`src/fsb_pkg.sv`:
```
// Shared types and constants for the flag, shift and I/O bit datapath.
// Assumes one core clock and a synchronous active-high reset.
package fsb_pkg;

  typedef enum logic [4:0] {
    OP_NONE                  = 5'h0_0,
    OP_SHIFT_LEFT_LOGICAL    = 5'h0_1,
    OP_ROTATE_LEFT_CARRY     = 5'h0_2,
    OP_SHIFT_RIGHT_LOGICAL   = 5'h0_3,
    OP_ROTATE_RIGHT_CARRY    = 5'h0_4,
    OP_SHIFT_RIGHT_ARITH     = 5'h0_5,
    OP_TRANSFER_BIT_STORE    = 5'h0_6,
    OP_TRANSFER_BIT_LOAD     = 5'h0_7,
    OP_FLAG_SET_INDEXED      = 5'h0_8,
    OP_FLAG_CLEAR_INDEXED    = 5'h0_9,
    OP_BRANCH_TRANSFER_CLEAR = 5'h0_A,
    OP_BRANCH_OVERFLOW_SET   = 5'h0_B,
    OP_BRANCH_OVERFLOW_CLEAR = 5'h0_C,
    OP_BRANCH_IRQ_ENABLED    = 5'h0_D,
    OP_BRANCH_IRQ_DISABLED   = 5'h0_E,
    OP_IO_BIT_SET            = 5'h0_F,
    OP_IO_BIT_CLEAR          = 5'h1_0,
    OP_SKIP_IF_IO_BIT_SET    = 5'h1_1,
    OP_SKIP_IF_IO_BIT_CLEAR  = 5'h1_2,
    OP_PORT_IN               = 5'h1_3,
    OP_PORT_OUT              = 5'h1_4,
    OP_LOAD_DATA             = 5'h1_5,
    OP_STORE_DATA            = 5'h1_6
  } op_t;

  // Flag positions inside the status flags register.
  localparam int FLAG_C = 0;
  localparam int FLAG_Z = 1;
  localparam int FLAG_N = 2;
  localparam int FLAG_V = 3;
  localparam int FLAG_S = 4;
  localparam int FLAG_H = 5;
  localparam int FLAG_T = 6;
  localparam int FLAG_I = 7;

  localparam logic [7:0]  FLAGS_RESET     = 8'h0_0;
  localparam logic [7:0]  BIT_IO_LAST     = 8'h1_F;
  localparam logic [7:0]  PORT_IO_LAST    = 8'h3_F;
  localparam logic [15:0] IO_DATA_OFFSET  = 16'h0_020;
  localparam logic [15:0] EXT_IO_FIRST    = 16'h0_060;
  localparam logic [15:0] EXT_IO_LAST     = 16'h0_0FF;
  localparam logic [15:0] PC_STEP         = 16'h0_001;
  localparam int          IO_BIT_CYCLES   = 2;
  localparam int          BRANCH_TAKEN_CYCLES = 2;

  typedef struct packed {
    op_t         op;
    logic [7:0]  operand;
    logic [2:0]  bit_sel;
    logic [15:0] addr;
    logic [15:0] pc;
    logic signed [6:0] offset;
  } request_t;

  typedef struct packed {
    logic        io_rd;
    logic        io_wr;
    logic [5:0]  io_addr;
    logic [7:0]  io_wdata;
    logic        ext_rd;
    logic        ext_wr;
    logic [15:0] ext_addr;
    logic [7:0]  ext_wdata;
  } io_access_t;

endpackage : fsb_pkg

```
`src/fsb_shifter.sv`:
```
// Shift and rotate unit with its Z, C, N and V results.
// Assumes a combinational caller that registers the outputs.
`timescale 1ns/1ns
`default_nettype none
module fsb_shifter (
  input  wire fsb_pkg::op_t op,
  input  wire logic [7:0]   value,
  input  wire logic         carry_in,
  output logic [7:0]        result,
  output logic [3:0]        flags_out
);
  logic c;
  logic n;
  logic z;
  logic v;

  always_comb begin
    result = value;
    c      = carry_in;
    case (op)
      fsb_pkg::OP_SHIFT_LEFT_LOGICAL: begin
        result = {value[6:0], 1'b0};
        c      = value[7];
      end
      fsb_pkg::OP_ROTATE_LEFT_CARRY: begin
        result = {value[6:0], carry_in};
        c      = value[7];
      end
      fsb_pkg::OP_SHIFT_RIGHT_LOGICAL: begin
        result = {1'b0, value[7:1]};
        c      = value[0];
      end
      fsb_pkg::OP_ROTATE_RIGHT_CARRY: begin
        result = {carry_in, value[7:1]};
        c      = value[0];
      end
      fsb_pkg::OP_SHIFT_RIGHT_ARITH: begin
        result = {value[7], value[7:1]};
        c      = value[0];
      end
      default: begin
        result = value;
        c      = carry_in;
      end
    endcase
    n = result[7];
    z = (result == 8'h0_0);
    // Every shift reports V as N xor C, which keeps the signed test consistent.
    v = n ^ c;
    flags_out = {v, n, z, c};
  end
endmodule : fsb_shifter
`default_nettype wire

```
`src/fsb_io_map.sv`:
```
// Address classifier for port, bit-access and extended I/O ranges.
// Assumes the caller gates the results with the operation kind.
`timescale 1ns/1ns
`default_nettype none
module fsb_io_map (
  input  wire logic [15:0] data_addr,
  input  wire logic [7:0]  port_addr,
  output logic             port_ok,
  output logic             bit_ok,
  output logic             data_is_io,
  output logic [5:0]       data_io_addr,
  output logic             data_is_ext
);
  logic [15:0] rel;

  always_comb begin
    rel          = data_addr - fsb_pkg::IO_DATA_OFFSET;
    port_ok      = (port_addr <= fsb_pkg::PORT_IO_LAST);
    bit_ok       = (port_addr <= fsb_pkg::BIT_IO_LAST);
    data_is_io   = (data_addr >= fsb_pkg::IO_DATA_OFFSET)
                 && (rel <= {8'h0_0, fsb_pkg::PORT_IO_LAST});
    data_io_addr = rel[5:0];
    data_is_ext  = (data_addr >= fsb_pkg::EXT_IO_FIRST)
                 && (data_addr <= fsb_pkg::EXT_IO_LAST);
  end
endmodule : fsb_io_map
`default_nettype wire

```
`src/flag_shift_bitio_datapath.sv`:
```
// Flag, shift, conditional branch and I/O bit datapath of an 8-bit core.
// Assumes decode presents one request at a time and waits for DONE.
`timescale 1ns/1ns
`default_nettype none
module flag_shift_bitio_datapath (
  input  wire logic              CORE_CLK,
  input  wire logic              RESET,
  input  wire logic              REQ_VALID,
  input  wire fsb_pkg::request_t REQ,
  output logic                   REQ_READY,
  output logic                   DONE,
  output logic [7:0]             RESULT,
  output logic                   RESULT_VALID,
  output logic                   PC_LOAD,
  output logic [15:0]            PC_NEXT,
  output logic                   SKIP_NEXT,
  output logic                   ACCESS_ERROR,
  output logic [7:0]             STATUS_FLAGS,
  output fsb_pkg::io_access_t    IO_ACCESS,
  output logic [7:0]             IO_W1C_MASK,
  input  wire logic [7:0]        IO_RDATA,
  input  wire logic [7:0]        IO_CLEAR_ON_ONE
);

  typedef enum logic [1:0] {
    ST_IDLE   = 2'b00,
    ST_IO_RMW = 2'b01,
    ST_BRANCH = 2'b10
  } phase_t;

  typedef struct packed {
    phase_t              phase;
    logic [7:0]          flags;
    logic                done;
    logic [7:0]          result;
    logic                result_valid;
    logic                pc_load;
    logic [15:0]         pc_next;
    logic                skip_next;
    logic                access_error;
    fsb_pkg::io_access_t io;
    logic [7:0]          w1c_mask;
    fsb_pkg::request_t   held;
  } state_t;

  state_t st;
  state_t next_st;

  logic [7:0] shift_result;
  logic [3:0] shift_flags;
  logic       port_ok;
  logic       bit_ok;
  logic       data_is_io;
  logic [5:0] data_io_addr;
  logic       data_is_ext;

  fsb_shifter u_shifter (
    .op        (REQ.op),
    .value     (REQ.operand),
    .carry_in  (st.flags[fsb_pkg::FLAG_C]),
    .result    (shift_result),
    .flags_out (shift_flags)
  );

  fsb_io_map u_io_map (
    .data_addr    (REQ.addr),
    .port_addr    (REQ.addr[7:0]),
    .port_ok      (port_ok),
    .bit_ok       (bit_ok),
    .data_is_io   (data_is_io),
    .data_io_addr (data_io_addr),
    .data_is_ext  (data_is_ext)
  );

  logic        take;
  logic        cond;
  logic        is_branch;
  logic [15:0] target;
  logic [7:0]  bit_mask;
  logic [7:0]  held_mask;

  always_comb begin
    next_st = st;
    next_st.done         = 1'b0;
    next_st.result_valid = 1'b0;
    next_st.pc_load      = 1'b0;
    next_st.skip_next    = 1'b0;
    next_st.access_error = 1'b0;
    next_st.io           = '0;
    next_st.w1c_mask     = 8'h0_0;
    take      = REQ_VALID && (st.phase == ST_IDLE);
    bit_mask  = 8'h0_1 << REQ.bit_sel;
    held_mask = 8'h0_1 << st.held.bit_sel;
    target    = REQ.pc + 16'(signed'(REQ.offset)) + fsb_pkg::PC_STEP;
    cond      = 1'b0;
    is_branch = 1'b0;
    case (REQ.op)
      fsb_pkg::OP_BRANCH_TRANSFER_CLEAR: begin
        is_branch = 1'b1;
        cond      = !st.flags[fsb_pkg::FLAG_T];
      end
      fsb_pkg::OP_BRANCH_OVERFLOW_SET: begin
        is_branch = 1'b1;
        cond      = st.flags[fsb_pkg::FLAG_V];
      end
      fsb_pkg::OP_BRANCH_OVERFLOW_CLEAR: begin
        is_branch = 1'b1;
        cond      = !st.flags[fsb_pkg::FLAG_V];
      end
      fsb_pkg::OP_BRANCH_IRQ_ENABLED: begin
        is_branch = 1'b1;
        cond      = st.flags[fsb_pkg::FLAG_I];
      end
      fsb_pkg::OP_BRANCH_IRQ_DISABLED: begin
        is_branch = 1'b1;
        cond      = !st.flags[fsb_pkg::FLAG_I];
      end
      default: begin
        is_branch = 1'b0;
        cond      = 1'b0;
      end
    endcase

    case (st.phase)
      ST_IDLE: begin
        if (take) begin
          next_st.held = REQ;
          next_st.done = 1'b1;
          if (is_branch) begin
            if (cond) begin
              // A taken branch holds one extra cycle before the target load.
              next_st.done    = 1'b0;
              next_st.pc_next = target;
              next_st.phase   = ST_BRANCH;
            end
          end else begin
            case (REQ.op)
              fsb_pkg::OP_SHIFT_LEFT_LOGICAL,
              fsb_pkg::OP_ROTATE_LEFT_CARRY,
              fsb_pkg::OP_SHIFT_RIGHT_LOGICAL,
              fsb_pkg::OP_ROTATE_RIGHT_CARRY,
              fsb_pkg::OP_SHIFT_RIGHT_ARITH: begin
                next_st.result       = shift_result;
                next_st.result_valid = 1'b1;
                // Shifts leave S and H alone; only Z, C, N and V follow the result.
                next_st.flags[fsb_pkg::FLAG_C] = shift_flags[0];
                next_st.flags[fsb_pkg::FLAG_Z] = shift_flags[1];
                next_st.flags[fsb_pkg::FLAG_N] = shift_flags[2];
                next_st.flags[fsb_pkg::FLAG_V] = shift_flags[3];
              end
              fsb_pkg::OP_TRANSFER_BIT_STORE: begin
                next_st.flags[fsb_pkg::FLAG_T] = REQ.operand[REQ.bit_sel];
              end
              fsb_pkg::OP_TRANSFER_BIT_LOAD: begin
                next_st.result = REQ.operand;
                next_st.result[REQ.bit_sel] = st.flags[fsb_pkg::FLAG_T];
                next_st.result_valid = 1'b1;
              end
              fsb_pkg::OP_FLAG_SET_INDEXED: begin
                next_st.flags[REQ.bit_sel] = 1'b1;
              end
              fsb_pkg::OP_FLAG_CLEAR_INDEXED: begin
                next_st.flags[REQ.bit_sel] = 1'b0;
              end
              fsb_pkg::OP_IO_BIT_SET,
              fsb_pkg::OP_IO_BIT_CLEAR: begin
                if (bit_ok) begin
                  // Read first; the write goes out in the second cycle.
                  next_st.done        = 1'b0;
                  next_st.io.io_rd    = 1'b1;
                  next_st.io.io_addr  = REQ.addr[5:0];
                  next_st.phase       = ST_IO_RMW;
                end else begin
                  next_st.access_error = 1'b1;
                end
              end
              fsb_pkg::OP_SKIP_IF_IO_BIT_SET,
              fsb_pkg::OP_SKIP_IF_IO_BIT_CLEAR: begin
                // The tested register value is sampled in this same cycle.
                if (bit_ok) begin
                  next_st.io.io_rd   = 1'b1;
                  next_st.io.io_addr = REQ.addr[5:0];
                  next_st.skip_next  = ((IO_RDATA & bit_mask) != 8'h0_0)
                    == (REQ.op == fsb_pkg::OP_SKIP_IF_IO_BIT_SET);
                end else begin
                  next_st.access_error = 1'b1;
                end
              end
              fsb_pkg::OP_PORT_IN,
              fsb_pkg::OP_PORT_OUT: begin
                if (port_ok) begin
                  next_st.io.io_addr  = REQ.addr[5:0];
                  next_st.io.io_rd    = (REQ.op == fsb_pkg::OP_PORT_IN);
                  next_st.io.io_wr    = (REQ.op == fsb_pkg::OP_PORT_OUT);
                  next_st.io.io_wdata = REQ.operand;
                  // A plain write of all bits clears only the ones written as one.
                  next_st.w1c_mask    = (REQ.op == fsb_pkg::OP_PORT_OUT)
                                      ? (REQ.operand & IO_CLEAR_ON_ONE)
                                      : 8'h0_0;
                end else begin
                  // Port ops never reach the extended region.
                  next_st.access_error = 1'b1;
                end
              end
              fsb_pkg::OP_LOAD_DATA,
              fsb_pkg::OP_STORE_DATA: begin
                if (data_is_io) begin
                  next_st.io.io_addr  = data_io_addr;
                  next_st.io.io_rd    = (REQ.op == fsb_pkg::OP_LOAD_DATA);
                  next_st.io.io_wr    = (REQ.op == fsb_pkg::OP_STORE_DATA);
                  next_st.io.io_wdata = REQ.operand;
                  next_st.w1c_mask    = (REQ.op == fsb_pkg::OP_STORE_DATA)
                                      ? (REQ.operand & IO_CLEAR_ON_ONE)
                                      : 8'h0_0;
                end else if (data_is_ext) begin
                  next_st.io.ext_addr  = REQ.addr;
                  next_st.io.ext_rd    = (REQ.op == fsb_pkg::OP_LOAD_DATA);
                  next_st.io.ext_wr    = (REQ.op == fsb_pkg::OP_STORE_DATA);
                  next_st.io.ext_wdata = REQ.operand;
                end else begin
                  next_st.access_error = 1'b1;
                end
              end
              default: begin
                next_st.done = 1'b1;
              end
            endcase
            // A refused access answers with the error pulse alone, never with DONE.
            if (next_st.access_error) begin
              next_st.done = 1'b0;
            end
          end
        end
      end
      ST_IO_RMW: begin
        // Only the addressed bit is asserted in the clear mask, so other
        // pending clear-on-one flags in the register survive the write.
        next_st.io.io_wr    = 1'b1;
        next_st.io.io_addr  = st.held.addr[5:0];
        next_st.w1c_mask    = (st.held.op == fsb_pkg::OP_IO_BIT_SET)
                            ? (held_mask & IO_CLEAR_ON_ONE) : 8'h0_0;
        next_st.io.io_wdata = (st.held.op == fsb_pkg::OP_IO_BIT_SET)
                            ? (IO_RDATA | held_mask)
                            : (IO_RDATA & ~held_mask);
        next_st.done        = 1'b1;
        next_st.phase       = ST_IDLE;
      end
      ST_BRANCH: begin
        // PC_NEXT has stood since the take; the load marks the second cycle.
        next_st.pc_load = 1'b1;
        next_st.done    = 1'b1;
        next_st.phase   = ST_IDLE;
      end
      default: begin
        next_st.phase = ST_IDLE;
      end
    endcase
  end

  always_ff @(posedge CORE_CLK) begin
    if (RESET) begin
      st       <= '0;
      st.flags <= fsb_pkg::FLAGS_RESET;
      st.phase <= ST_IDLE;
    end else begin
      st <= next_st;
    end
  end

  assign REQ_READY    = (st.phase == ST_IDLE);
  assign DONE         = st.done;
  assign RESULT       = st.result;
  assign RESULT_VALID = st.result_valid;
  assign PC_LOAD      = st.pc_load;
  assign PC_NEXT      = st.pc_next;
  assign SKIP_NEXT    = st.skip_next;
  assign ACCESS_ERROR = st.access_error;
  assign STATUS_FLAGS = st.flags;
  assign IO_ACCESS    = st.io;
  assign IO_W1C_MASK  = st.w1c_mask;

endmodule : flag_shift_bitio_datapath
`default_nettype wire

```
`config.mk`:
```
export PLATFORM = sky130hd
export DESIGN_NAME = flag_shift_bitio_datapath
export DESIGN_NICKNAME = d
export VERILOG_FILES = /design/src/fsb_pkg.sv /design/src/fsb_shifter.sv /design/src/fsb_io_map.sv /design/src/flag_shift_bitio_datapath.sv
export SDC_FILE = /design/constraint.sdc
export NUM_CORES = 1
export LEC_CHECK = 0
export BUFFER_PORTS_ARGS = -buffer_cell sky130_fd_sc_hd__buf_2
export CAP_MARGIN = 40
export CORE_MARGIN = 2
export CORE_UTILIZATION = 47
export DETAILED_ROUTE_END_ITERATION = 8
export HOLD_SLACK_MARGIN = 0.02
export PLACE_DENSITY = 0.69
export SLEW_MARGIN = 25
export SYNTH_ARGS = -nofsm -noshare
export SYNTH_HDL_FRONTEND = slang
export SYNTH_SLANG_ARGS = --single-unit
```
`constraint.sdc`:
```
create_clock -name CORE_CLK -period 3.49 [get_ports CORE_CLK]
set_input_delay 0.5235 -clock CORE_CLK [delete_from_list [all_inputs] [get_ports CORE_CLK]]
set_output_delay 0.5235 -clock CORE_CLK [all_outputs]
set_load 0.03 [all_outputs]
```
# --- After elaboration in Yosys (flattened, before gate mapping) ---
# Index checks and enable logic that the tools add are counted.
# Widths: inputs -> output; s select.
word_totals:
  reg_bits: 144
  wordCells: 175
op_classes:
  add_sub_neg: 3
  order_cmp: 8
  n_eq_ne: 27
  shifts: 2
  n_mux: 55
  n_bitwise: 17
  reduce_logical: 37
ops:
  columns: ["op", "n"]
  rows:
  - ["$mux 104", 1]
  - ["$mux 26", 3]
  - ["$mux 49", 1]
  - ["$mux 8", 6]
  - ["$pmux 8 s2", 3]
  - ["$eq 5x4->1 const B", 9]
  - ["$and 8x8->8", 5]
  - ["$pmux 8 s5", 1]
  - ["$eq 5x5->1 const B", 7]
  - ["$mux 16", 2]
  - ["$pmux 15 s2", 1]
  - ["$reduce_and 4->1", 6]
  - ["$eq 5x3->1 const B", 4]
  - ["$pmux 6 s3", 1]
  - ["$pmux 9 s2", 1]
  - ["$add 16x1->16 const B", 1]
  - ["$add 16x16->16", 1]
  - ["$ge 16x6->1 const B", 1]
  - ["$ge 16x7->1 const B", 1]
  - ["$le 16x6->1 const B", 1]
  - ["$le 16x8->1 const B", 1]
  - ["$not 8->8", 2]
  - ["$or 8x8->8", 2]
  - ["$shl 1x3->8 const A", 2]
  - ["41 further kinds", 86]

# --- Logic depth before layout (Yosys ltp) ---
logic_depth:
  depth_word: 12
  depth_mapped: 10
  mapped_depth_nobuf: 10

# --- By module ---
# Synthesis repeated with hierarchy kept, for this count alone.
unflattened:
  hier_cells: 785
  hier_area_um2: 6332.3
modules_own_cells:
  columns: ["module", "n_inst", "cells_each", "area_each_um2", "seq_area_each_um2"]
  rows:
  - ["flag_shift_bitio_datapath", 1, 709, 5788.1, 2062.0]
  - ["fsb_shifter", 1, 45, 326.6, 0.0]
  - ["fsb_io_map", 1, 31, 217.7, 0.0]

# --- Least setup slack after synthesis ---
# OpenSTA, ideal clock, no wires.
synth_timing:
  path_kind: "input port to flip-flop"
  startpoint: "input port REQ[0] in the netlist's numbering"
  endpoint: "register st, in the netlist PC_NEXT[14]"
  setup_ns: 0.122
  arrival_ns: 2.162
  required_ns: 3.368
  setup_slack_ns: 1.206
  cell_stages: 9
  path_cell_list: "inv_1 ha_1 inv_1 fa_1 a211oi_1 o211ai_1 a31oi_1 o21ai_0 a311o_1"
synth_via:
  elab_chain_cells: 2
synth_lines:
  columns: ["item", "line_no", "text"]
  rows:
  - ["from (decl)", "flag_shift_bitio_datapath.sv:9", "input wire fsb_pkg::request_t REQ,"]
  - ["$add 16x16->16", "flag_shift_bitio_datapath.sv:94", "target = REQ.pc + 16'(signed'(REQ.offset)) + fsb_pkg::PC_STEP;"]
  - ["$add 16x1->16", "flag_shift_bitio_datapath.sv:94", null]
  - ["to (signal assigned)", "flag_shift_bitio_datapath.sv:266", "st <= next_st;"]
  - ["to (decl)", "flag_shift_bitio_datapath.sv:46", "state_t st;"]
# Every way passes these cells.
# A chain may end at the register's enable or synchronous reset.

# --- Final worst setup path ---
layout_timing:
  startpoint: "input port REQ[50] in the netlist's numbering"
  endpoint: "register st, in the netlist IO_ACCESS[34]"
layout_via:
  elab_chain_cells: 6
  word_cells_on_any_way: 22
  cone_classes: "13 x eq/ne; 5 x mux; 4 x reduce/logical"
layout_lines:
  columns: ["item", "line_no", "text"]
  rows:
  - ["$eq 5x5->1, or another cell as far along", "flag_shift_bitio_datapath.sv:137", "case (REQ.op)"]
  - ["$reduce_or 4->1 (no source line), or another cell as far along", null, null]
  - ["$pmux 6 s3 / $mux 1 (equally long branches)", "flag_shift_bitio_datapath.sv:137, flag_shift_bitio_datapath.sv:97", null]
  - ["$mux 49 *", "flag_shift_bitio_datapath.sv:129", "if (is_branch) begin"]
  - ["$mux 104 *", "flag_shift_bitio_datapath.sv:126", "if (take) begin"]
  - ["$pmux 15 s2 *", "flag_shift_bitio_datapath.sv:124", "case (st.phase)"]
# Mark *: on every way between the ends. The rest lies on a longest branch, timed or not.

==> flow_metrics.py <==
metrics = {
    "timing": {
        "holdWs_ns": 0.3766,
        "max_slew_margin": 0.5004,
        "post-route-worst-setup-slack_ns": 1.226,
        "clock.fmax_mhz": 441.7,
        "layout_min_cycle_time_ns": 2.264,
        "finClkSkew_ns": 0.006944,
        "final_hold_fails": 0,
        "period_share": 0.6488,
        "totalNegativeSetupSlack_ns": 0,
        "final-max-slew-violation-count": 0,
        "timing.final.setup_violations": 0,
        "unrepaired_setup_endpoints_after_global_routing": "no",
        "worst_slew_pin_slew_ns": 0.7494,
    },
    "floorplan": {
        "die_x_um": 119.1,
        "placeableCoreArea_sq_um": 13090,
        "initial_core_util": 0.4758,
        "die_height_um": 119.1,
        "die_area_sq_um": 14180,
        "fp-row-count": 42,
        "floorplan.io_pins": 162,
    },
    "route": {
        "count_of_unresolved_drc_violations_after_routing": 0,
        "detail_route.vias_per_cell": 5.478,
        "overall_via_count_from_detail_route": 5390,
        "detail-route-antenna-nets": 0,
        "drt-pass1-iter-count": 6,
        "wl_um": 15510,
        "wire_per_inst_um": 15.76,
        "first_iter_violations": 451,
    },
    "final_layout": {
        "nNetsFinal": 899,
        "num_antenna_cells": 0,
        "layout.cells.most_common": "sky130_fd_sc_hd__buf_2",
        "fin_util": 0.5164,
        "combined_area_of_the_multi_input_logic_cells_sq_um": 3264,
        "fillerInstances": 1269,
        "most-common-layout-cells": "161 x sky130_fd_sc_hd__buf_2, 103 x sky130_fd_sc_hd__dfxtp_1, 87 x sky130_fd_sc_hd__nand2_1, 49 x sky130_fd_sc_hd__nor2_1, 46 x sky130_fd_sc_hd__a21oi_1",
        "final-seq-area_sq_um": 2062,
        "ratio_of_cells_with_drive_above_1_in_the_final_layout": 0.2537,
        "areaGrowthSynthToFinish_pct": 8.541,
    },
    "global_routing": {
        "grt_antenna_before_repair": 0,
        "wire_length_of_the_first_global_routing_pass_um": 24670,
        "globalRouteOverflowTotal": 0,
        "pin_count_of_the_biggest_net_entering_global_routing": 39,
        "groute.usage.overall": 0.2145,
        "via_count_of_the_first_global_routing_pass": 4993,
    },
    "power": {
        "fin_total_pwr_mw": 2.714,
        "power_report.internal_total_mw": 1.939,
        "power.combinational.fraction": 0.176,
        "power.switching_mw": 0.7751,
        "power-per-cell-area_nw_per_um2": 401.6,
        "power.clock.fraction": 0.374,
        "power.sequential.fraction": 0.451,
        "p_leak_nw": 2.925,
        "ir_worst_vdd_uv": 260.7,
        "netSwitchingFraction": 0.2856,
    },
    "yosys": {
        "ys_seq_area_frac": 0.3312,
        "synth_enable_flop_cells": 0,
        "synth_cell_types": 77,
        "async_flop_share": 0,
        "yosysWarnings": 0,
        "netlist.area_leader.share": 0.3312,
        "netlist.top_cell.by_area": "sky130_fd_sc_hd__dfxtp_1",
        "syn-mean-instance-area_sq_um": 8.335,
        "ys_seq_elements": 103,
        "most_area_consuming_cells_after_synthesis": "sky130_fd_sc_hd__dfxtp_1 33%, sky130_fd_sc_hd__buf_4 10%, sky130_fd_sc_hd__nand2_1 5.2%",
        "synthesized_netlist_cell_count": 747,
        "primary_ff_master_synth": "sky130_fd_sc_hd__dfxtp_1",
        "syn-cell-area_sq_um": 6226,
    },
    "status": {
        "status": "completed",
    },
    "worst_setup_path": {
        "setup.worst_path.start_class": "input pin",
        "critPathSlowestCell": "sky130_fd_sc_hd__nor3_4",
        "type_of_the_setup_path_with_the_least_slack": "in -> reg",
        "cp_cell_sequence": "buf_2 -> and3_1 -> nor3_2 -> nor3_4 -> nand2_1 -> nor2_1 -> a22o_1",
        "critPathRequiredTime_ns": 3.79,
        "path_buf_inv": 1,
        "crit_arrival_ns": 2.56,
        "critical_path.max_stage_delay_ns": 0.40,
        "worst_path_dominant_cell_family": "simple AND/OR/NAND/NOR gates",
        "crit_end_category": "flip-flop",
        "crit_path_max_fanout": 25,
    },
    "place": {
        "number_of_input_and_output_port_buffers_inserted": 161,
        "pre_cts_slack_ns": 0.8611,
        "gp_congestion": 0.8743,
        "post-dp-hpwl_um": 11310,
    },
    "cts": {
        "cts-htree-levels": 3,
        "number_of_cts_inserted_buffers": 9,
        "cts_buffer_depth": 2,
        "cts-resized-gates": 0,
        "path_clk_slew_ns": 0.07,
        "cts_tree": "built",
        "post_cts_buffers": 0,
        "cts_root_buffer": "sky130_fd_sc_hd__clkbuf_16",
        "hold_fix_buffers_at_cts": 0,
        "clock_insertion_delay_worst_skew_ns": 0.35,
        "clock_sinks": 103,
    },
    "flow_run": {
        "drv_cap": 0,
    },
    "hold_path": {
        "worstHoldPathType": "in -> reg",
    },
}
final cells by class:
class | count | area share
clock buffers | 9 | 0.03333
clock inverters | 6 | 0.009998
inverters | 18 | 0.009998
multi-input cells | 505 | 0.4831
flip-flops and latches | 103 | 0.3051
well taps | 176 | 0.03259
repair buffers | 167 | 0.1259
path summary, 6_finish.rpt:
check / from / endpoint / slack, ns / cells past startpoint
max: REQ[50] / IO_ACCESS[34] / 1.23 / 7
min reg2reg: PC_NEXT[4] / PC_NEXT[4] / 0.45 / 2
min: IO_CLEAR_ON_ONE[0] / IO_W1C_MASK[0] / 0.38 / 2
max reg2reg: st[142] / PC_NEXT[3] / 1.30 / 7
Yosys cell counts, types with 6 or more instances:
| master | n |
|---|---|
| sky130_fd_sc_hd__a211oi_1 | 11 |
| sky130_fd_sc_hd__a21oi_1 | 46 |
| sky130_fd_sc_hd__a22o_1 | 6 |
| sky130_fd_sc_hd__a31oi_1 | 7 |
| sky130_fd_sc_hd__and2_1 | 20 |
| sky130_fd_sc_hd__buf_2 | 11 |
| sky130_fd_sc_hd__buf_4 | 86 |
| sky130_fd_sc_hd__clkbuf_1 | 20 |
| sky130_fd_sc_hd__dfxtp_1 | 103 |
| sky130_fd_sc_hd__ha_1 | 20 |
| sky130_fd_sc_hd__inv_1 | 17 |
| sky130_fd_sc_hd__mux2i_1 | 19 |
| sky130_fd_sc_hd__nand2_1 | 87 |
| sky130_fd_sc_hd__nand3_1 | 24 |
| sky130_fd_sc_hd__nand4_1 | 9 |
| sky130_fd_sc_hd__nor2_1 | 49 |
| sky130_fd_sc_hd__nor2b_1 | 14 |
| sky130_fd_sc_hd__nor3_1 | 19 |
| sky130_fd_sc_hd__nor4_1 | 8 |
| sky130_fd_sc_hd__o211ai_1 | 10 |
| sky130_fd_sc_hd__o21ai_0 | 21 |
| sky130_fd_sc_hd__o2bb2ai_1 | 9 |
| sky130_fd_sc_hd__xnor2_1 | 10 |
power by group through the flow:
| stage | Clock [mW] | Combinational, mW | Sequential [mW] |
|---|---|---|---|
| global route | 1.09 | 0.523 | 1.23 |
| global placement | 0 | 0.468 | 1.25 |
| finish | 1.01 | 0.477 | 1.22 |
| CTS | 1.03 | 0.473 | 1.22 |
| floorplan | 0 | 0.364 | 1.24 |
| detailed placement | 0 | 0.472 | 1.25 |
worst reg2reg max path, cell delays in order (launching register included):
cell                      delay, ns
sky130_fd_sc_hd__dfxtp_1       0.33
sky130_fd_sc_hd__inv_1         0.10
sky130_fd_sc_hd__ha_1          0.25
sky130_fd_sc_hd__and2_1        0.15
sky130_fd_sc_hd__buf_4         0.25
sky130_fd_sc_hd__and2_1        0.65
sky130_fd_sc_hd__mux2i_1       0.26
sky130_fd_sc_hd__nor2_1        0.05
layer usage:
metal | GRT usage | vias up | wire [um]
li1 | - | 2669 | -
met1 | 0.2701 | 2465 | 6696
met4 | 0.08929 | 0 | 380
met3 | 0.04741 | 31 | 1138
met5 | 0 | - | 0
met2 | 0.3542 | 225 | 7292
cell families after synthesis:
kind of cell | share of synthesized area
AND/OR/NAND/NOR | 0.2193
AO/OA/AOI/OAI | 0.1849
buffers and inverters | 0.1487
flip-flops | 0.3312
multiplexers | 0.05225
adder cells (fa/ha/maj) | 0.04341
XOR/XNOR | 0.01969
other | 0.0006023
state kept, by name, summed over array words and instances, names as in the netlist, 5 cells and up, named ones only:
signal / cells
st: 16
STATUS_FLAGS: 5
IO_ACCESS: 42
RESULT: 8
PC_NEXT: 16
IO_W1C_MASK: 8
stage by stage:
stage | instances | cell area (sq um)
6_report | 984 | 6758
4_1_cts | 984 | 6758
3_5_place_dp | 969 | 6465
2_1_floorplan | 754 | 6252
5_1_grt | 984 | 6758
3_3_place_gp | 969 | 6465
(Power assumes the default switching activity.)
